<file path="src/design/ais_pkg.sv">
// Package of constants and types for the analog input scaler.
`default_nettype none
package ais_pkg;
	localparam int AIS_CH_NUM = 2;
	localparam logic [7:0] AIS_CH_COUNT = 8'h02;
	localparam int AIS_RAW_W = 10;
	// Object dictionary indices and subindices.
	localparam logic [15:0] AIS_IDX_VALUE = 16'h3320;
	localparam logic [15:0] AIS_IDX_OFFSET = 16'h3321;
	localparam logic [15:0] AIS_IDX_DIVISOR = 16'h3322;
	localparam logic [7:0] AIS_SUB_COUNT = 8'h00;
	localparam logic [7:0] AIS_SUB_CH1 = 8'h01;
	localparam logic [7:0] AIS_SUB_CH2 = 8'h02;
	// Values after reset.
	localparam logic [31:0] AIS_VALUE_RST = 32'h00000000;
	localparam logic [31:0] AIS_OFFSET_RST = 32'h00000000;
	localparam logic [31:0] AIS_DIVISOR_RST = 32'h00000001;
	// Physical conversion: zero point, full scale and 20 V or 20 mA over 1024 digits.
	localparam logic signed [11:0] AIS_VOLT_ZERO = 12'sh200;
	localparam int AIS_FULL_SCALE = 1024;
	localparam int AIS_SPAN_MILLI = 20000;
	localparam logic [9:0] AIS_PHYS_MUL = 10'(AIS_SPAN_MILLI / 32);
	localparam int AIS_PHYS_SHIFT = $clog2(AIS_FULL_SCALE / 32);
	// Divider timing: one quotient bit per cycle over a 33-bit dividend.
	localparam int AIS_DIV_BITS = 33;
	localparam logic [5:0] AIS_DIV_LAST = 6'(AIS_DIV_BITS - 1);
	localparam logic signed [32:0] AIS_POS_MAX = 33'sh07FFFFFFF;
	localparam logic signed [32:0] AIS_NEG_MIN = -33'sh080000000;
	typedef enum logic [1:0] {AIS_LOAD, AIS_DIV, AIS_DONE} ais_state_e;
endpackage
`default_nettype wire

</file>
<file path="src/design/ais_scaler.sv">
// Two-channel analog input scaler with object dictionary access.
// Summary of operation
// Each input reports (raw sample plus offset) divided by its divisor.
// Two channels; each group reports count 2 at subindex 0, read only.
// Configuring side never writes a zero divisor; such writes are refused.
// With offset 0 and divisor 1 the value is the raw count.
// Voltage reading is (raw minus 512) times 20 V over 1024 counts.
// Current reading is raw times 20 mA over 1024 counts.
// Scaled values update continuously, are read only, and feed process data.
// Each input has its own signed offset, reset to zero, read-write.
// Each input has its own signed divisor, reset to one, read-write.
// Division truncates toward zero; the sum is formed without overflow.
`default_nettype none
module ais_scaler
	import ais_pkg::*;
(
	// Clock and reset.
	input wire logic mclk,
	input wire logic sys_rst,
	// Converter samples.
	input wire logic [AIS_RAW_W-1:0] adc_raw_ch1,
	input wire logic [AIS_RAW_W-1:0] adc_raw_ch2,
	input wire logic [AIS_CH_NUM-1:0] adc_valid,
	input wire logic [AIS_CH_NUM-1:0] ch_is_current,
	// Object dictionary access.
	input wire logic [15:0] od_index,
	input wire logic [7:0] od_sub,
	input wire logic od_wr,
	input wire logic od_rd,
	input wire logic [31:0] od_wdata,
	output logic [31:0] od_rdata,
	output logic od_ack,
	output logic od_err,
	// Process data.
	output logic [31:0] pd_value_ch1,
	output logic [31:0] pd_value_ch2,
	output logic [31:0] phys_milli_ch1,
	output logic [31:0] phys_milli_ch2,
	output logic pd_update
);
	logic [AIS_RAW_W-1:0] raw_q [AIS_CH_NUM];
	logic [31:0] offset_q [AIS_CH_NUM];
	logic [31:0] divisor_q [AIS_CH_NUM];
	logic [31:0] value_q [AIS_CH_NUM];
	logic [31:0] phys_q [AIS_CH_NUM];
	logic [AIS_RAW_W-1:0] adc_in [AIS_CH_NUM];
	logic sel_offset;
	logic sel_divisor;
	logic sub_ch;
	logic ch_sel;
	logic acc;
	assign adc_in[0] = adc_raw_ch1;
	assign adc_in[1] = adc_raw_ch2;
	assign acc = od_wr | od_rd;
	assign sub_ch = (od_sub == AIS_SUB_CH1) || (od_sub == AIS_SUB_CH2);
	assign ch_sel = (od_sub == AIS_SUB_CH2);
	assign sel_offset = od_wr && od_index == AIS_IDX_OFFSET && sub_ch;
	assign sel_divisor = od_wr && od_index == AIS_IDX_DIVISOR && sub_ch && od_wdata != '0;

	// Divider state.
	ais_state_e state_q, state_d;
	logic ch_q, ch_d;
	logic [5:0] cnt_q, cnt_d;
	logic [32:0] quo_q, quo_d;
	logic [31:0] rem_q, rem_d;
	logic [31:0] den_q, den_d;
	logic neg_q, neg_d;
	logic signed [32:0] sum_q, sum_d;
	logic signed [31:0] dsr_q, dsr_d;
	logic [32:0] rem_sh;
	logic [32:0] rem_sub;
	logic ge;
	logic signed [32:0] res_s;
	logic [31:0] result;

	always_comb begin
		state_d = state_q;
		ch_d = ch_q;
		cnt_d = cnt_q;
		quo_d = quo_q;
		rem_d = rem_q;
		den_d = den_q;
		neg_d = neg_q;
		sum_d = sum_q;
		dsr_d = dsr_q;
		rem_sh = {rem_q, quo_q[32]};
		rem_sub = rem_sh - {1'b0, den_q};
		ge = rem_sh >= {1'b0, den_q};
		res_s = neg_q ? -$signed(quo_q) : $signed(quo_q);
		// The quotient of a large offset over divisor 1 can pass 32 bits; clamp, never wrap.
		if (res_s > AIS_POS_MAX) begin
			result = AIS_POS_MAX[31:0];
		end else if (res_s < AIS_NEG_MIN) begin
			result = AIS_NEG_MIN[31:0];
		end else begin
			result = res_s[31:0];
		end
		case (state_q)
			AIS_LOAD: begin
				// Sum in 33 bits so no offset can overflow it.
				sum_d = $signed({23'h000000, raw_q[ch_q]})
					+ $signed({offset_q[ch_q][31], offset_q[ch_q]});
				dsr_d = $signed(divisor_q[ch_q]);
				quo_d = sum_d[32] ? 33'(-sum_d) : sum_d;
				den_d = divisor_q[ch_q][31] ? -divisor_q[ch_q] : divisor_q[ch_q];
				neg_d = sum_d[32] ^ divisor_q[ch_q][31];
				rem_d = '0;
				cnt_d = '0;
				state_d = AIS_DIV;
			end
			AIS_DIV: begin
				rem_d = ge ? rem_sub[31:0] : rem_sh[31:0];
				quo_d = {quo_q[31:0], ge};
				cnt_d = cnt_q + 6'h01;
				if (cnt_q == AIS_DIV_LAST) begin
					state_d = AIS_DONE;
				end
			end
			default: begin
				ch_d = ~ch_q;
				state_d = AIS_LOAD;
			end
		endcase
	end

	always_ff @(posedge mclk or posedge sys_rst) begin
		if (sys_rst) begin
			state_q <= AIS_LOAD;
			ch_q <= 1'b0;
			cnt_q <= '0;
			quo_q <= '0;
			rem_q <= '0;
			den_q <= AIS_DIVISOR_RST;
			neg_q <= 1'b0;
			sum_q <= '0;
			dsr_q <= $signed(AIS_DIVISOR_RST);
		end else begin
			state_q <= state_d;
			ch_q <= ch_d;
			cnt_q <= cnt_d;
			quo_q <= quo_d;
			rem_q <= rem_d;
			den_q <= den_d;
			neg_q <= neg_d;
			sum_q <= sum_d;
			dsr_q <= dsr_d;
		end
	end

	// Per-channel storage.
	for (genvar c = 0; c < AIS_CH_NUM; c++) begin : g_ch
		logic [AIS_RAW_W-1:0] raw_d;
		logic [31:0] offset_d;
		logic [31:0] divisor_d;
		logic [31:0] value_d;
		logic [31:0] phys_d;
		logic signed [11:0] zp;
		logic signed [22:0] prod;
		always_comb begin
			raw_d = adc_valid[c] ? adc_in[c] : raw_q[c];
			offset_d = (sel_offset && ch_sel == c) ? od_wdata : offset_q[c];
			divisor_d = (sel_divisor && ch_sel == c) ? od_wdata : divisor_q[c];
			value_d = (state_q == AIS_DONE && ch_q == c) ? result : value_q[c];
			zp = ch_is_current[c] ? 12'sh000 : AIS_VOLT_ZERO;
			prod = (23'($signed({2'b00, raw_q[c]})) - 23'(zp))
				* 23'($signed({1'b0, AIS_PHYS_MUL}));
			phys_d = 32'(prod >>> AIS_PHYS_SHIFT);
		end
		always_ff @(posedge mclk or posedge sys_rst) begin
			if (sys_rst) begin
				raw_q[c] <= '0;
				offset_q[c] <= AIS_OFFSET_RST;
				divisor_q[c] <= AIS_DIVISOR_RST;
				value_q[c] <= AIS_VALUE_RST;
				phys_q[c] <= '0;
			end else begin
				raw_q[c] <= raw_d;
				offset_q[c] <= offset_d;
				divisor_q[c] <= divisor_d;
				value_q[c] <= value_d;
				phys_q[c] <= phys_d;
			end
		end
	end

	assign pd_value_ch1 = value_q[0];
	assign pd_value_ch2 = value_q[1];
	assign phys_milli_ch1 = phys_q[0];
	assign phys_milli_ch2 = phys_q[1];
	assign pd_update = (state_q == AIS_DONE);

	// Access answer, one cycle after the strobe.
	logic [31:0] rdata_d;
	logic ack_d;
	logic err_d;
	always_comb begin
		rdata_d = '0;
		ack_d = acc;
		err_d = 1'b0;
		if (od_index == AIS_IDX_VALUE && od_sub == AIS_SUB_COUNT) begin
			rdata_d = {24'h000000, AIS_CH_COUNT};
			err_d = od_wr;
		end else if (od_index == AIS_IDX_VALUE && sub_ch) begin
			rdata_d = value_q[ch_sel];
			err_d = od_wr;
		end else if (od_index == AIS_IDX_OFFSET && od_sub == AIS_SUB_COUNT) begin
			rdata_d = {24'h000000, AIS_CH_COUNT};
			err_d = od_wr;
		end else if (od_index == AIS_IDX_OFFSET && sub_ch) begin
			rdata_d = offset_q[ch_sel];
		end else if (od_index == AIS_IDX_DIVISOR && od_sub == AIS_SUB_COUNT) begin
			rdata_d = {24'h000000, AIS_CH_COUNT};
			err_d = od_wr;
		end else if (od_index == AIS_IDX_DIVISOR && sub_ch) begin
			rdata_d = divisor_q[ch_sel];
			err_d = od_wr && od_wdata == '0;
		end else begin
			err_d = 1'b1;
		end
		if (!acc) begin
			rdata_d = '0;
			err_d = 1'b0;
		end
		if (od_wr) begin
			rdata_d = '0;
		end
	end
	always_ff @(posedge mclk or posedge sys_rst) begin
		if (sys_rst) begin
			od_rdata <= '0;
			od_ack <= 1'b0;
			od_err <= 1'b0;
		end else begin
			od_rdata <= rdata_d;
			od_ack <= ack_d;
			od_err <= err_d;
		end
	end

	// Checks.
	divisor_nonzero_a: assert property (@(posedge mclk) disable iff (sys_rst)
		divisor_q[0] != '0 && divisor_q[1] != '0)
		else $error("divisor holds zero");
	quotient_exact_a: assert property (@(posedge mclk) disable iff (sys_rst)
		state_q == AIS_DONE && (sum_q / $signed({dsr_q[31], dsr_q})) <= AIS_POS_MAX
		&& (sum_q / $signed({dsr_q[31], dsr_q})) >= AIS_NEG_MIN
		|=> value_q[$past(ch_q)] == 32'(sum_q / $signed({dsr_q[31], dsr_q})))
		else $error("scaled value differs from truncated quotient");
	raw_identity_a: assert property (@(posedge mclk) disable iff (sys_rst)
		state_q == AIS_LOAD && offset_q[ch_q] == '0 && divisor_q[ch_q] == 32'h00000001
		&& !adc_valid[ch_q] && !od_wr
		|-> ##35 value_q[$past(ch_q, 35)] == 32'($past(raw_q[ch_q], 35)))
		else $error("default scaling did not give raw counts");
	update_period_a: assert property (@(posedge mclk) disable iff (sys_rst)
		$rose(state_q == AIS_DONE) |-> ##35 state_q == AIS_DONE)
		else $error("value update period wrong");
	value_readonly_a: assert property (@(posedge mclk) disable iff (sys_rst)
		od_wr && od_index == AIS_IDX_VALUE |=> od_err && od_ack)
		else $error("write to value entry not refused");
	count_read_a: assert property (@(posedge mclk) disable iff (sys_rst)
		od_rd && !od_wr && od_sub == AIS_SUB_COUNT && (od_index == AIS_IDX_VALUE
		|| od_index == AIS_IDX_OFFSET || od_index == AIS_IDX_DIVISOR)
		|=> od_rdata == 32'h00000002 && !od_err)
		else $error("channel count not reported");
	offset_write_a: assert property (@(posedge mclk) disable iff (sys_rst)
		od_wr && od_index == AIS_IDX_OFFSET && od_sub == AIS_SUB_CH2
		|=> offset_q[1] == $past(od_wdata) && offset_q[0] == $past(offset_q[0]))
		else $error("offset write not independent");
	divisor_write_a: assert property (@(posedge mclk) disable iff (sys_rst)
		od_wr && od_index == AIS_IDX_DIVISOR && od_sub == AIS_SUB_CH1 && od_wdata != '0
		|=> divisor_q[0] == $past(od_wdata) && divisor_q[1] == $past(divisor_q[1]))
		else $error("divisor write not stored");
	volt_scale_a: assert property (@(posedge mclk) disable iff (sys_rst)
		!ch_is_current[0] |=> $signed(phys_q[0])
		== ($signed({22'h0, $past(raw_q[0])}) - 32'sd512) * 32'sd20000 >>> 10)
		else $error("voltage scaling wrong");
	curr_scale_a: assert property (@(posedge mclk) disable iff (sys_rst)
		ch_is_current[1] |=> phys_q[1] == ({22'h0, $past(raw_q[1])} * 32'd20000) >> 10)
		else $error("current scaling wrong");
	update_c: cover property (@(posedge mclk) disable iff (sys_rst)
		state_q == AIS_DONE && neg_q);
	zero_div_c: cover property (@(posedge mclk) disable iff (sys_rst)
		od_wr && od_index == AIS_IDX_DIVISOR && sub_ch && od_wdata == '0);
	clamp_c: cover property (@(posedge mclk) disable iff (sys_rst)
		state_q == AIS_DONE && res_s > AIS_POS_MAX);
endmodule
`default_nettype wire

</file>
<file path="config.mk">
export PLATFORM = sky130hd
export DESIGN_NAME = ais_scaler
export DESIGN_NICKNAME = d
export VERILOG_FILES = /design/src/design/ais_pkg.sv /design/src/design/ais_scaler.sv
export SDC_FILE = /design/constraint.sdc
export NUM_CORES = 1
export LEC_CHECK = 0
export ABC_AREA = 1
export ABC_CLOCK_PERIOD_IN_PS = 12400
export BUFFER_PORTS_ARGS = -buffer_cell sky130_fd_sc_hd__buf_2
export CAP_MARGIN = 20
export CORE_MARGIN = 8
export CORE_UTILIZATION = 55
export DETAILED_ROUTE_END_ITERATION = 10
export PLACE_DENSITY = 0.78
export SKIP_LAST_GASP = 1
export SLEW_MARGIN = 20
export SYNTH_ARGS = -nofsm -noshare
export SYNTH_HDL_FRONTEND = slang
export SYNTH_SLANG_ARGS = --single-unit
</file>
<file path="constraint.sdc">
create_clock -name mclk -period 12.4 [get_ports mclk]
set_clock_uncertainty 0.1 [all_clocks]
set_input_delay 1.24 -clock mclk [delete_from_list [all_inputs] [get_ports mclk]]
set_output_delay 1.24 -clock mclk [all_outputs]
set_load 0.02 [all_outputs]
</file>
==> run_results.csv <==
group,metric,value,unit
run_status,status,"completed",
timing,finalSetupTns,0,ns
drt,dr.pass1.iters,9,
drt,routed_wl,81200,um
cells_and_area,syn_to_final_growth,10.5,%
clock_tree,cts_buffer_depth,3,
global_routing,overflow,0,
critical_path,cp_top_family,"adder cells",
clock_tree,cts_sinks,387,
critical_path,slowest_delay,0.54,ns
timing,relSlewSlack,20.1,%
placed_design,portBuffers,246,
timing,finalSetupViolations,0,
critical_path,path_cells,"buf_2 > inv_1 > ha_1 > inv_1 > ha_1 > ha_1 > fa_1 > fa_1 > inv_1 > fa_1 > inv_1 > ha_1 > nand2_1 > nor2_1 > nand3_1 > o2111ai_1 > nand3_1 > o211ai_1 > nand2_1 > xor2_1",
die,die_y,240,um
cells_and_area,layout.nets,4255,
synthesis,syn-num-nets,4105,
critical_path,critPathKind,"input pin to flip-flop",
synthesis,synth_area_leaders,"dfrtp_1 (35%), nand2_1 (16%), ha_1 (7.5%)",
worst_hold_path,worstHoldPathType,"flip-flop to flip-flop",
critical_path,critPathLaunchType,"input pin",
cells_and_area,mostFrequentLayoutCells,"nand2_1 (1184), inv_1 (544), dfrtp_1 (383)",
placed_design,dp.cells,4569,
synthesis,syn_inst,3795,
clock_tree,postCtsSetupBuffers,0,
die,io_pins,247,
clock_tree,numCtsBuffers,45,
drt,drt-initial-drc-count,2413,
global_routing,grt_max_degree,154,
timing,tightest_slew,1.19,ns
die,die-area,57600,sq um
timing,hold_violations,0,
die,die_x,240,um
clock_tree,insertion_delay,0.59,ns
clock_tree,path_clk_slew,0.06,ns
power_and_ir_drop,finalPower,4.23,mW
clock_tree,cts_resized,0,
critical_path,critPathSlowestCell,"fa_1",
drt,routedWlPerCell,17.4,um
synthesis,synth_area,27600,sq um
power_and_ir_drop,max-vdd-ir-drop,0.111,mV
critical_path,r2r_setup_slack,7.53,ns
synthesis,syn_avg_cell_area,7.28,sq um
die,coreArea,49900,sq um
synthesis,yosys.area.top_type_share,34.8,%
timing,fmax,193,MHz
synthesis,synth_edf_count,0,
timing,min_period,5.17,ns
critical_path,crit_path_end_kind,"flip-flop",
drt,routed_via_density,5.45,
clock_tree,cts_hold_buf,0,
clock_tree,cts_tree,"done",
critical_path,critPathBufInv,5,
global_routing,grt_pass1_vias,24243,
synthesis,synthArstFlopShare,100,%
clock_tree,root_buffer,"clkbuf_16",
power_and_ir_drop,powerDensity,139,nW/um^2
clock_tree,htree_levels,2,
timing,grt_setup_unrepaired,"false",
cells_and_area,final_cells,4659,
cells_and_area,final_common_cell,"nand2_1",
synthesis,synth_cell_types,65,
global_routing,gr-usage-all-layers,28.1,%
global_routing,antenna_found_initial,9,
synthesis,yosysSeqAreaShare,35.1,%
power_and_ir_drop,p_leak,16.7,nW
placed_design,post-dp-hpwl,61200,um
die,rows,82,
synthesis,yosys_register_bits,387,
cells_and_area,drive_gt1_share,11.0,%
critical_path,critPathMaxFanout,5,
timing,fin_crit_sh,41.7,%
synthesis,synth_area_leader_cell,"dfrtp_1",
synthesis,ys_warn_count,0,
critical_path,cp.arrival,5.54,ns
run,drv_cap,0,
placed_design,finalWeightedCongestion,0.983,
drt,num_vias,25395,
cells_and_area,final_util,61.2,%
timing,slew_violations,0,
drt,ant_nets,0,
global_routing,grt_pass1_wl,130000,um
synthesis,synth-main-ff-cell,"dfrtp_1",
critical_path,worstPathRequired,12.77,ns
drt,drcViolationCount,0,
die,initial_core_util,55.4,%
-- path summary, 6_finish.rpt --
path / to / depth (start not counted) / start
max: phys_milli_ch2[16]$_DFF_PP0_ / 20 / ch_is_current[1]
min: den_q[5]$_DFFE_PP0P_ / 2 / den_q[5]$_DFFE_PP0P_
max reg2reg: phys_milli_ch2[16]$_DFF_PP0_ / 19 / raw_q[9]$_DFFE_PP0P_
min reg2reg: den_q[5]$_DFFE_PP0P_ / 2 / den_q[5]$_DFFE_PP0P_
max in group asynchronous: divisor_q[29]$_DFFE_PP0P_ / 4 / sys_rst
min in group asynchronous: phys_milli_ch1[2]$_DFF_PP0_ / 2 / sys_rst
-- flip-flops by register name, indices dropped and copies added, names as in the netlist, 2 cells and up --
register,cells
phys_milli_ch1,17
od_rdata,32
quo_q,33
cnt_q,6
raw_q,20
pd_value_ch2,32
offset_q,64
divisor_q,64
den_q,32
state_q,2
rem_q,32
phys_milli_ch2,17
pd_value_ch1,32
-- logic make-up (layout without fill, tap and decap cells) --
kind of cell	after synthesis	in the layout	share of synthesized area, %
other cells	0	7	0
buf+inv	720	905	10.7
compound gates	642	642	13.0
mux	7	7	0.286
simple gates	1698	1698	25.4
fa+ha+maj	226	226	11.9
flops	387	387	35.1
xor+xnor	115	115	3.68
-- worst reg2reg max path: cells and delay by family, from the launching register on --
family,cells,cell delay (ns)
xor+xnor,1,0.15
fa+ha+maj,7,2.92
flops,1,0.40
compound gates,2,0.28
simple gates,5,0.60
buf+inv,4,0.30
-- metrics by stage --
stage	area, sq um	hold slack [ns]	setup WS (ns)
finish	30500	0.386	7.23
floorplan	27600	0.349	0.309
global route	30500	0.404	6.97
global placement	29000	0.366	6.84
CTS	30500	0.388	7.25
detailed placement	29000	0.373	6.75
-- where the power goes --
group	switching, mW	total [mW]	internal, mW
clock network	0.564	1.34	0.777
registers	0.0547	1.41	1.36
logic	0.911	1.48	0.567
-- final cells by class --
| class | count | area (sq um) |
|---|---|---|
| Multi-Input combinational cell | 2688 | 15000 |
| Fill cell | 4488 | 19300 |
| Inverter | 556 | 2090 |
| Antenna cell | 7 | 17.5 |
| Timing Repair Buffer | 267 | 1400 |
| Sequential cell | 387 | 9690 |
| Tap cell | 672 | 841 |
| Clock buffer | 64 | 1260 |
| Clock inverter | 18 | 211 |
-- Yosys cell counts, types with 4 or more instances --
cell and n:
nand3_2 6, o21ai_1 33, buf_6 7, mux2_2 7, nand2_2 19, buf_4 39
nand3_1 179, nor2_1 198, dfrtp_1 384, or2_2 8, xor2_1 86, buf_1 10
nand4_1 21, o311ai_0 6, a21oi_1 102, a21o_1 6, o22ai_1 11, nor3_2 5
o211ai_1 41, ha_1 165, nand2_1 1187, nor2_2 15, o221ai_1 14, buf_2 11
o21ai_2 12, o21bai_1 8, nor4_1 10, nor3_1 25, clkinv_1 4, o21ai_0 376
nand3b_1 7, a31oi_1 10, inv_1 548, inv_2 4, o21a_1 6, and2_1 4
clkbuf_1 94, xnor2_1 28, fa_1 61
-- metal layers --
| metal | share of wire (%) | up-vias | track usage [%] |
|---|---|---|---|
| li1 | - | 12333 | - |
| met5 | 0.011 | - | 0 |
| met1 | 42 | 11917 | 37.8 |
| met2 | 46 | 944 | 45.0 |
| met3 | 6.7 | 199 | 3.50 |
| met4 | 4.7 | 2 | 13.3 |
No activity file was read; power rests on OpenSTA's default activity.
